==> src/gsq_cfg.svh <==
// Offsets, field values, reset values and timing counts of the reset and init sequencer
`ifndef GSQ_CFG_SVH
`define GSQ_CFG_SVH

// ----------------------------------------
// Clock
// ----------------------------------------
`define GSQ_CLK_MHZ 100

// ----------------------------------------
// Register offsets and values
// ----------------------------------------
`define GSQ_OFS_LEVEL 8'h0d
`define GSQ_OFS_PROFILE 8'h12
`define GSQ_OFS_PWRMODE 8'h15
`define GSQ_PWR_OPER 16'h0001
`define GSQ_PWR_SLEEP 16'h0002
`define GSQ_PROFILE_RST 16'h0000
`define GSQ_RDATA_NONE 16'h0000
`define GSQ_LEVEL_MAX 7'h64

// ----------------------------------------
// Timing (times in microseconds, counts in cycles)
// ----------------------------------------
`define GSQ_INIT_TIME_US 100
`define GSQ_INIT_CYC (`GSQ_INIT_TIME_US * `GSQ_CLK_MHZ)
`define GSQ_SLEEP_TIME_US 1000
`define GSQ_SLEEP_CYC (`GSQ_SLEEP_TIME_US * `GSQ_CLK_MHZ)
`define GSQ_FAST_TIME_US 10
`define GSQ_FAST_CYC (`GSQ_FAST_TIME_US * `GSQ_CLK_MHZ)
`define GSQ_SLOW_TIME_US 160
`define GSQ_SLOW_CYC (`GSQ_SLOW_TIME_US * `GSQ_CLK_MHZ)

// ----------------------------------------
// Tracker constants
// ----------------------------------------
`define GSQ_DELTA_TH 17'h00040
`define GSQ_CHG_UNIT 24'h004000
`define GSQ_CONV_TICKS 8'h20

`endif

==> src/gsq_pkg.sv <==
// Types shared by the reset and init sequencer
package gsq_pkg;
	typedef enum logic [3:0] {
		ST_RESET = 4'b0001,
		ST_INIT = 4'b0010,
		ST_OPER = 4'b0100,
		ST_SLEEP = 4'b1000
	} gsq_state_e;
	typedef logic [15:0] gsq_word_t;
endpackage

==> src/gsq_tracker.sv <==
// Adaptive sampling and self-converging charge level tracker
`include "gsq_cfg.svh"
module gsq_tracker #(
	parameter int FAST_CYC = `GSQ_FAST_CYC,
	parameter int SLOW_CYC = `GSQ_SLOW_CYC
) (
	// Clock and reset
	input wire logic clk_i,
	input wire logic nrst_i,
	// Control
	input wire logic run_i,
	input wire logic clr_i,
	// Measurements
	input wire logic signed [15:0] current_i,
	input wire logic [6:0] ocv_level_i,
	// Results
	output logic [6:0] level_o,
	output logic sample_o
);
	localparam int CW = $clog2(SLOW_CYC + 1);

	logic [CW-1:0] cnt_q, cnt_d;
	logic signed [15:0] last_q, last_d;
	logic signed [23:0] acc_q, acc_d;
	logic [7:0] conv_q, conv_d;
	logic [6:0] level_q, level_d;
	logic fast_q, fast_d;
	logic tick_q, tick_d;

	always_comb begin
		logic signed [16:0] diff;
		logic [CW-1:0] limit;
		diff = 17'(current_i) - 17'(last_q);
		limit = fast_q ? CW'(FAST_CYC - 1) : CW'(SLOW_CYC - 1);
		cnt_d = cnt_q;
		last_d = last_q;
		acc_d = acc_q;
		conv_d = conv_q;
		level_d = level_q;
		fast_d = fast_q;
		tick_d = 1'b0;
		if (clr_i) begin
			cnt_d = '0;
			acc_d = '0;
			conv_d = '0;
			level_d = (ocv_level_i > `GSQ_LEVEL_MAX) ? `GSQ_LEVEL_MAX : ocv_level_i;
		end else if (run_i) begin
			if (cnt_q >= limit) begin
				cnt_d = '0;
				tick_d = 1'b1;
				last_d = current_i;
				// A current swing shortens the interval, a steady cell stretches it. see [RQ9]
				// Signed on both sides, or a steady cell would read as a swing
				fast_d = (diff > $signed(`GSQ_DELTA_TH)) || (diff < -$signed(`GSQ_DELTA_TH));
				acc_d = acc_q + 24'(current_i);
				if (acc_d >= $signed(`GSQ_CHG_UNIT)) begin
					acc_d = acc_d - $signed(`GSQ_CHG_UNIT);
					if (level_q < `GSQ_LEVEL_MAX) level_d = level_q + 7'h01;
				end else if (acc_d <= -$signed(`GSQ_CHG_UNIT)) begin
					acc_d = acc_d + $signed(`GSQ_CHG_UNIT);
					if (level_q != 7'h00) level_d = level_q - 7'h01;
				end
				// Counting error is pulled one step toward the open-circuit estimate. see [RQ10]
				conv_d = conv_q + 8'h01;
				if (conv_q == `GSQ_CONV_TICKS - 8'h01) begin
					conv_d = '0;
					if (ocv_level_i > level_d && level_d < `GSQ_LEVEL_MAX) begin
						level_d = level_d + 7'h01;
					end else if (ocv_level_i < level_d) begin
						level_d = level_d - 7'h01;
					end
				end
			end else begin
				cnt_d = cnt_q + CW'(1);
			end
		end
	end

	always_ff @(posedge clk_i or negedge nrst_i) begin
		if (!nrst_i) begin
			cnt_q <= '0;
			last_q <= '0;
			acc_q <= '0;
			conv_q <= '0;
			level_q <= '0;
			fast_q <= 1'b0;
			tick_q <= 1'b0;
		end else begin
			cnt_q <= cnt_d;
			last_q <= last_d;
			acc_q <= acc_d;
			conv_q <= conv_d;
			level_q <= level_d;
			fast_q <= fast_d;
			tick_q <= tick_d;
		end
	end

	assign level_o = level_q;
	assign sample_o = tick_q;
endmodule // gsq_tracker

==> src/gsq_sequencer.sv <==
// Power-on reset and initialization sequencer of a single-cell gauge
// Summary of operation
// [RQ1] Battery insertion starts power-on reset by itself.
// [RQ2] Above release voltage, leave reset, init within bounded time, go operational.
// [RQ3] Power-on reset restores register defaults before host access is accepted.
// [RQ4] Auto-sleep variant enters sleep after the auto-sleep delay following init.
// [RQ5] Other variant stays operational and never sleeps by itself.
// [RQ6] Auto-sleep variant: host writes operational mode after the device sleeps.
// [RQ7] Cell voltage below release threshold while running forces full reset.
// [RQ8] Writing the profile-select register re-runs the insertion init sequence.
// [RQ9] Operational mode adapts sampling rate to changes in cell current.
// [RQ10] Charge level converges toward the open-circuit estimate without calibration.
// [RQ11] Power-mode register: 02 is sleep, 01 is operational; host writes it.
// [RQ12] Sleep keeps only the register interface, measurement and tracking stop.
// [RQ13] Host waits out the init time before issuing transactions.
`include "gsq_cfg.svh"
module gsq_sequencer #(
	parameter bit AUTO_SLEEP = 1'b1,
	parameter int INIT_CYC = `GSQ_INIT_CYC,
	parameter int SLEEP_CYC = `GSQ_SLEEP_CYC,
	parameter int FAST_CYC = `GSQ_FAST_CYC,
	parameter int SLOW_CYC = `GSQ_SLOW_CYC
) (
	// Clock and reset
	input wire logic CLK_I,
	input wire logic NRST_I,
	// Cell sensing, asynchronous to CLK_I
	input wire logic BATT_DET_I,
	input wire logic CELL_ABOVE_RR_I,
	// Measurement front end, on CLK_I
	input wire logic signed [15:0] CELL_CURRENT_I,
	input wire logic [6:0] OCV_LEVEL_I,
	// Register access from the serial interface
	input wire logic REG_WR_I,
	input wire logic REG_RD_I,
	input wire logic [7:0] REG_ADDR_I,
	input wire logic [15:0] REG_WDATA_I,
	output logic REG_READY_O,
	output logic REG_RVALID_O,
	output logic [15:0] REG_RDATA_O,
	// Status
	output logic IN_RESET_O,
	output logic INIT_BUSY_O,
	output logic OPER_O,
	output logic SLEEP_O,
	output logic SAMPLE_O,
	output logic [6:0] CHARGE_LEVEL_O,
	output logic [15:0] PROFILE_O
);
	localparam int TW = $clog2((INIT_CYC > SLEEP_CYC ? INIT_CYC : SLEEP_CYC) + 1);
	localparam int INIT_LIMIT = INIT_CYC;

	// ----------------------------------------
	// Input synchronisers
	// ----------------------------------------
	logic [1:0] raw;
	logic [1:0] s1_q, s2_q, s3_q, stab_q, stab_d;
	assign raw = {CELL_ABOVE_RR_I, BATT_DET_I};

	for (genvar i = 0; i < 2; i++) begin : g_sync
		// Glitches shorter than one cycle are dropped: s2 and s3 must agree.
		assign stab_d[i] = (s2_q[i] == s3_q[i]) ? s3_q[i] : stab_q[i];
		always_ff @(posedge CLK_I or negedge NRST_I) begin
			if (!NRST_I) begin
				s1_q[i] <= 1'b0;
				s2_q[i] <= 1'b0;
				s3_q[i] <= 1'b0;
				stab_q[i] <= 1'b0;
			end else begin
				s1_q[i] <= raw[i];
				s2_q[i] <= s1_q[i];
				s3_q[i] <= s2_q[i];
				stab_q[i] <= stab_d[i];
			end
		end
	end

	logic present, above, insert;
	assign present = stab_q[0];
	assign above = stab_q[1];
	assign insert = stab_d[0] & ~stab_q[0];

	// ----------------------------------------
	// Sequencer
	// ----------------------------------------
	gsq_pkg::gsq_state_e state_q, state_d;
	logic [TW-1:0] tmr_q, tmr_d;
	logic armed_q, armed_d;
	gsq_pkg::gsq_word_t profile_q, profile_d;
	logic ready, brown, wr_ok, wr_prof, wr_pwr;

	assign ready = (state_q == gsq_pkg::ST_OPER) || (state_q == gsq_pkg::ST_SLEEP);
	assign brown = (state_q != gsq_pkg::ST_RESET) && (!above || !present || insert);
	assign wr_ok = REG_WR_I && ready && !brown;
	assign wr_prof = wr_ok && (REG_ADDR_I == `GSQ_OFS_PROFILE);
	assign wr_pwr = wr_ok && (REG_ADDR_I == `GSQ_OFS_PWRMODE);

	always_comb begin
		state_d = state_q;
		tmr_d = tmr_q;
		armed_d = armed_q;
		profile_d = profile_q;
		case (state_q)
			gsq_pkg::ST_RESET: begin
				// Defaults are loaded here, and the host is kept out until init ends. see [RQ3]
				profile_d = `GSQ_PROFILE_RST;
				armed_d = 1'b0;
				tmr_d = '0;
				if (present && above && !insert) begin
					state_d = gsq_pkg::ST_INIT; // see [RQ2]
				end
			end
			gsq_pkg::ST_INIT: begin
				if (tmr_q >= TW'(INIT_CYC - 1)) begin
					state_d = gsq_pkg::ST_OPER; // see [RQ2]
					tmr_d = '0;
					armed_d = AUTO_SLEEP; // see [RQ5]
				end else begin
					tmr_d = tmr_q + TW'(1);
				end
			end
			gsq_pkg::ST_OPER: begin
				if (armed_q) begin
					if (tmr_q >= TW'(SLEEP_CYC - 1)) begin
						state_d = gsq_pkg::ST_SLEEP; // see [RQ4]
						armed_d = 1'b0;
					end else begin
						tmr_d = tmr_q + TW'(1);
					end
				end
			end
			gsq_pkg::ST_SLEEP: begin
				// Leaving sleep relies on the host writing the operational code. see [RQ6]
			end
			default: state_d = gsq_pkg::ST_RESET;
		endcase
		if (wr_pwr) begin
			// Any mode write ends the automatic sleep countdown. see [RQ11]
			armed_d = 1'b0;
			if (REG_WDATA_I == `GSQ_PWR_OPER) state_d = gsq_pkg::ST_OPER;
			else if (REG_WDATA_I == `GSQ_PWR_SLEEP) state_d = gsq_pkg::ST_SLEEP;
		end
		if (wr_prof) begin
			profile_d = REG_WDATA_I;
			state_d = gsq_pkg::ST_INIT; // see [RQ8]
			tmr_d = '0;
			armed_d = 1'b0;
		end
		// Removal, re-insertion or a sag below release wins over everything. see [RQ1] see [RQ7]
		if (brown) begin
			state_d = gsq_pkg::ST_RESET;
			tmr_d = '0;
			armed_d = 1'b0;
		end
	end

	always_ff @(posedge CLK_I or negedge NRST_I) begin
		if (!NRST_I) begin
			state_q <= gsq_pkg::ST_RESET;
			tmr_q <= '0;
			armed_q <= 1'b0;
			profile_q <= `GSQ_PROFILE_RST;
		end else begin
			state_q <= state_d;
			tmr_q <= tmr_d;
			armed_q <= armed_d;
			profile_q <= profile_d;
		end
	end

	// ----------------------------------------
	// Register read port
	// ----------------------------------------
	logic rvalid_q, rvalid_d;
	gsq_pkg::gsq_word_t rdata_q, rdata_d;
	logic [6:0] level;

	always_comb begin
		rvalid_d = REG_RD_I && ready;
		rdata_d = `GSQ_RDATA_NONE;
		if (REG_ADDR_I == `GSQ_OFS_LEVEL) begin
			rdata_d = {9'h000, level};
		end else if (REG_ADDR_I == `GSQ_OFS_PROFILE) begin
			rdata_d = profile_q;
		end else if (REG_ADDR_I == `GSQ_OFS_PWRMODE) begin
			rdata_d = (state_q == gsq_pkg::ST_SLEEP) ? `GSQ_PWR_SLEEP : `GSQ_PWR_OPER;
		end
		if (!rvalid_d) rdata_d = rdata_q;
	end

	always_ff @(posedge CLK_I or negedge NRST_I) begin
		if (!NRST_I) begin
			rvalid_q <= 1'b0;
			rdata_q <= `GSQ_RDATA_NONE;
		end else begin
			rvalid_q <= rvalid_d;
			rdata_q <= rdata_d;
		end
	end

	// ----------------------------------------
	// Measurement, stopped outside operational mode
	// ----------------------------------------
	logic tick;
	gsq_tracker #(
		.FAST_CYC(FAST_CYC),
		.SLOW_CYC(SLOW_CYC)
	) u_tracker (
		.clk_i(CLK_I),
		.nrst_i(NRST_I),
		.run_i(state_q == gsq_pkg::ST_OPER), // see [RQ12]
		.clr_i(state_q == gsq_pkg::ST_INIT),
		.current_i(CELL_CURRENT_I),
		.ocv_level_i(OCV_LEVEL_I),
		.level_o(level),
		.sample_o(tick)
	);
	assign REG_READY_O = ready;
	assign REG_RVALID_O = rvalid_q;
	assign REG_RDATA_O = rdata_q;
	assign IN_RESET_O = state_q == gsq_pkg::ST_RESET;
	assign INIT_BUSY_O = state_q == gsq_pkg::ST_INIT;
	assign OPER_O = state_q == gsq_pkg::ST_OPER;
	assign SLEEP_O = state_q == gsq_pkg::ST_SLEEP;
	assign SAMPLE_O = tick & OPER_O;
	assign CHARGE_LEVEL_O = level;
	assign PROFILE_O = profile_q;

	int init_len_q;
	always_ff @(posedge CLK_I or negedge NRST_I) begin
		if (!NRST_I) init_len_q <= 0;
		else init_len_q <= INIT_BUSY_O ? init_len_q + 1 : 0;
	end
endmodule // gsq_sequencer

==> config.mk <==
export PLATFORM = sky130hd
export DESIGN_NAME = gsq_sequencer
export DESIGN_NICKNAME = d
export VERILOG_FILES = /design/src/gsq_pkg.sv /design/src/gsq_tracker.sv /design/src/gsq_sequencer.sv
export VERILOG_INCLUDE_DIRS = /design/src
export SDC_FILE = /design/constraint.sdc
export NUM_CORES = 1
export LEC_CHECK = 0
export ABC_AREA = 1
export BUFFER_PORTS_ARGS = -buffer_cell sky130_fd_sc_hd__buf_4
export CAP_MARGIN = 20
export CORE_MARGIN = 5
export CORE_UTILIZATION = 30
export DETAILED_ROUTE_END_ITERATION = 10
export PLACE_DENSITY = 0.51
export SETUP_SLACK_MARGIN = 0.4
export SKIP_LAST_GASP = 1
export SLEW_MARGIN = 20
export SYNTH_ARGS = -nofsm -noshare
export SYNTH_HDL_FRONTEND = slang
export SYNTH_SLANG_ARGS = --single-unit
export TNS_END_PERCENT = 30
==> constraint.sdc <==
create_clock -name CLK_I -period 12.23 [get_ports CLK_I]
set_clock_uncertainty 0.05 [all_clocks]
set_input_delay 3.0575 -clock CLK_I [delete_from_list [all_inputs] [get_ports CLK_I]]
set_output_delay 3.0575 -clock CLK_I [all_outputs]
set_load 0.05 [all_outputs]
==> impl_metrics.yaml <==
clock_tree:
  ctsHoldBuffers: 0
  cts_tree: "done"
  cts-buffers-inserted: 17
  cts_setup_buffers: 0
  clkLatencyLatePin_ns: 0.43
  path_clk_slew_ns: 0.07
  h-tree-depth: 4
  clock_sinks: 134
  cts_buffer_depth: 2
  cts-resized-gates: 0
  cts_root_buf: "clkbuf_16"
finish:
  finalNetCount: 1821
  diodes: 0
  stdcell_count: 2179
  fin_util: 0.3568
  layout-area-overhead-vs-synth_pct: 17.78
  drive_gt1_frac: 0.1170
  fill_cells: 3860
  multiInputGateArea_sq_um: 6225
  seq_area_sq_um: 3354
logic_synthesis:
  syn_nets: 1725
  yosysMostFrequentCell: "nand2_1"
  yosys.area.top_type: "dfrtp_1"
  ys_ff_latch: 134
  synthArstFlopShare: 1.000
  synth_ff_type: "dfrtp_1"
  synth_cell_type_count: 53
  post_synth.cell_area_avg_sq_um: 6.665
  synthTopCellsByCount: "456 x nand2_1, 263 x inv_1, 133 x dfrtp_1, 129 x nor2_1, 118 x nand3_1"
  yosys.area.top_type_share: 0.3103
  synth_area_leaders: "dfrtp_1 31%, nand2_1 16%, inv_1 9.2%, ha_1 7.1%, nand3_1 5.5%"
  synth_seq_area_share: 0.3128
  synth-edff-count: 0
  syn_inst: 1609
  yosys_warnings: 0
  syn_area_sq_um: 10720
pwr:
  p_int_w: 0.001386
  worst_ir_drop_vdd_v: 0.0001546
  p_leak_nw: 6.436
  p_clk_frac: 0.198
  switchingPower_w: 0.001488
  sequentialPowerShare: 0.195
  combPwrFrac: 0.606
  switching_share: 0.5177
  finalPower_w: 0.002874
  powerDensity_nw_per_um2: 227.6
sta:
  rsz0062_at_grt: "false"
  setup_viol: 0
  timing.fmax_mhz: 135.9
  maxSlewViolCount: 0
  period_minus_slack_ns: 7.356
  finalCritPeriodShare: 0.6015
  tightest_slew_ns: 0.9519
  hold_viol: 0
  relSlewSlack: 0.3639
  finalSetupTns_ns: 0
routing:
  wl_per_cell_um: 14.83
  drt-pass1-iter-count: 5
  viasPerCell: 4.804
  wl_mm: 32.32
  drt_iter0_markers: 626
  drc_errors: 0
  antenna_left: 0
  num_vias: 10470
floorplanning:
  num_io_pins: 99
  dieArea_sq_um: 39630
  coreArea_sq_um: 35400
  initial_utilization: 0.3030
  rows: 69
  die_x_um: 199.1
  die_y_um: 199.1
setup_path:
  max_stage_delay_ns: 0.40
  end_kind: "flip-flop"
  crit_required_ns: 12.47
  cp-start-kind: "primary input"
  critical_path_class: "in2reg"
  cpMostUsedCell: "nand2_1"
  slowest_stage: "xor2_1"
  worstPathArrival_ns: 7.60
  cp_max_fo: 14
flow_run:
  max_cap_violations: 0
grt:
  grt_overflow: 0
  grt_pass1_wl_mm: 52.34
  grt_pass1_vias: 10180
  antenna_found_initial: 0
  grt_usage: 0.1639
  grt_max_degree: 69
place:
  dp.cells: 2147
  gp_congestion: 0.8870
  io_buffers: 98
  hpwl_mm: 25.08
status:
  status: "completed"
min_path:
  hold_path_class: "reg2reg"
layout make-up:
| cell class | count | area share |
|---|---|---|
| well taps | 461 | 0.04567 |
| inverters | 275 | 0.08172 |
| repair buffers | 106 | 0.06330 |
| clock buffers | 18 | 0.03477 |
| flip-flops and latches | 134 | 0.2656 |
| clock inverters | 14 | 0.01615 |
| multi-input cells | 1171 | 0.4928 |
through the flow:
step	instance area, sq um	hold WS, ns	setup slack (ns)
detailed placement	11990	0.2879	4.423
CTS	12630	0.3002	4.877
finish	12630	0.2981	4.874
global placement	11990	0.2904	4.548
global route	12630	0.3017	4.359
floorplan	10720	0.2812	5.343
logic make-up (layout without fill, tap and decap cells):
family / Yosys count / count (layout) / synth area share
AND/OR/NAND/NOR: 830 / 830 / 0.3386
buffers and inverters: 304 / 413 / 0.1080
AO/OA/AOI/OAI: 231 / 231 / 0.1253
flip-flops: 134 / 134 / 0.3128
adder cells (fa/ha/maj): 65 / 65 / 0.07677
XOR/XNOR: 45 / 45 / 0.03850
worst max-delay path: cells and delay by family:
family | cells | cell delay, ns
compound gates | 3 | 0.30
xor+xnor | 1 | 0.40
fa+ha+maj | 4 | 1.17
buf+inv | 5 | 0.49
simple gates | 19 | 2.15
sequential cells by signal, indices dropped and copies added, names as in the netlist, 2 cells and up, named ones only:
name,count
s1_q,2
tmr_q,17
PROFILE_O,16
u_tracker.conv_q,8
u_tracker.cnt_q,14
state_q,4
REG_RDATA_O,16
s3_q,2
s2_q,2
u_tracker.level_o,7
u_tracker.acc_q,24
u_tracker.last_q,16
layer usage:
layer,share of wire,vias to the layer above,global-route usage
li1,-,5394,-
met1,0.49,4850,0.2239
met2,0.46,188,0.2678
met3,0.042,37,0.03069
met4,0.017,0,0.04306
met5,0,-,0
power by group through the flow:
stage                     Sequential, W  Combinational, W  Clock (W)
after floorplan                0.000575           0.00132          0
after global placement         0.000569           0.00174          0
after detailed placement       0.000568           0.00173          0
after CTS                      0.000560           0.00174   0.000588
after global routing           0.000567           0.00198   0.000605
final                          0.000562           0.00174   0.000570
cells in the final DEF (no fill, tap or decap), types with 4 or more instances in the layout:
cell       Yosys  routed
a21oi_1       56      56
a22oi_1        5       5
a31oi_1        5       5
buf_4          0     105
clkbuf_16      0      17
dfrtp_1      133     133
ha_1          61      61
inv_1        263     263
inv_2          9       9
inv_6          0       5
inv_8          0       4
nand2_1      456     456
nand2_2       21      21
nand3_1      118     118
nand3_2        6       6
nand4_1       35      35
nor2_1       129     128
nor2_2         6       7
nor3_1        32      31
nor4_1        10       9
o211ai_1       4       4
o21a_1         4       4
o21ai_0       95      95
o22ai_1       26      26
o31ai_1       13      13
xnor2_1       12      12
xor2_1        32      32
worst paths after layout:
path	slack, ns	to	start	depth (start not counted)
setup / recovery	4.87	u_tracker.level_o[0]$_DFFE_PN0P_	CELL_CURRENT_I[0]	32
hold / removal	0.30	s2_q[1]$_DFF_PN0_	s1_q[1]$_DFF_PN0_	0
setup reg to reg	7.22	u_tracker.level_o[0]$_DFFE_PN0P_	u_tracker.acc_q[0]$_DFFE_PN0P_	31
hold reg to reg	0.30	s2_q[1]$_DFF_PN0_	s1_q[1]$_DFF_PN0_	0
max in group asynchronous	8.15	u_tracker.acc_q[20]$_DFFE_PN0P_	NRST_I	2
min in group asynchronous	2.60	u_tracker.cnt_q[6]$_DFFE_PN0N_	NRST_I	1
Note: power is estimated with default switching activity, not from simulation.
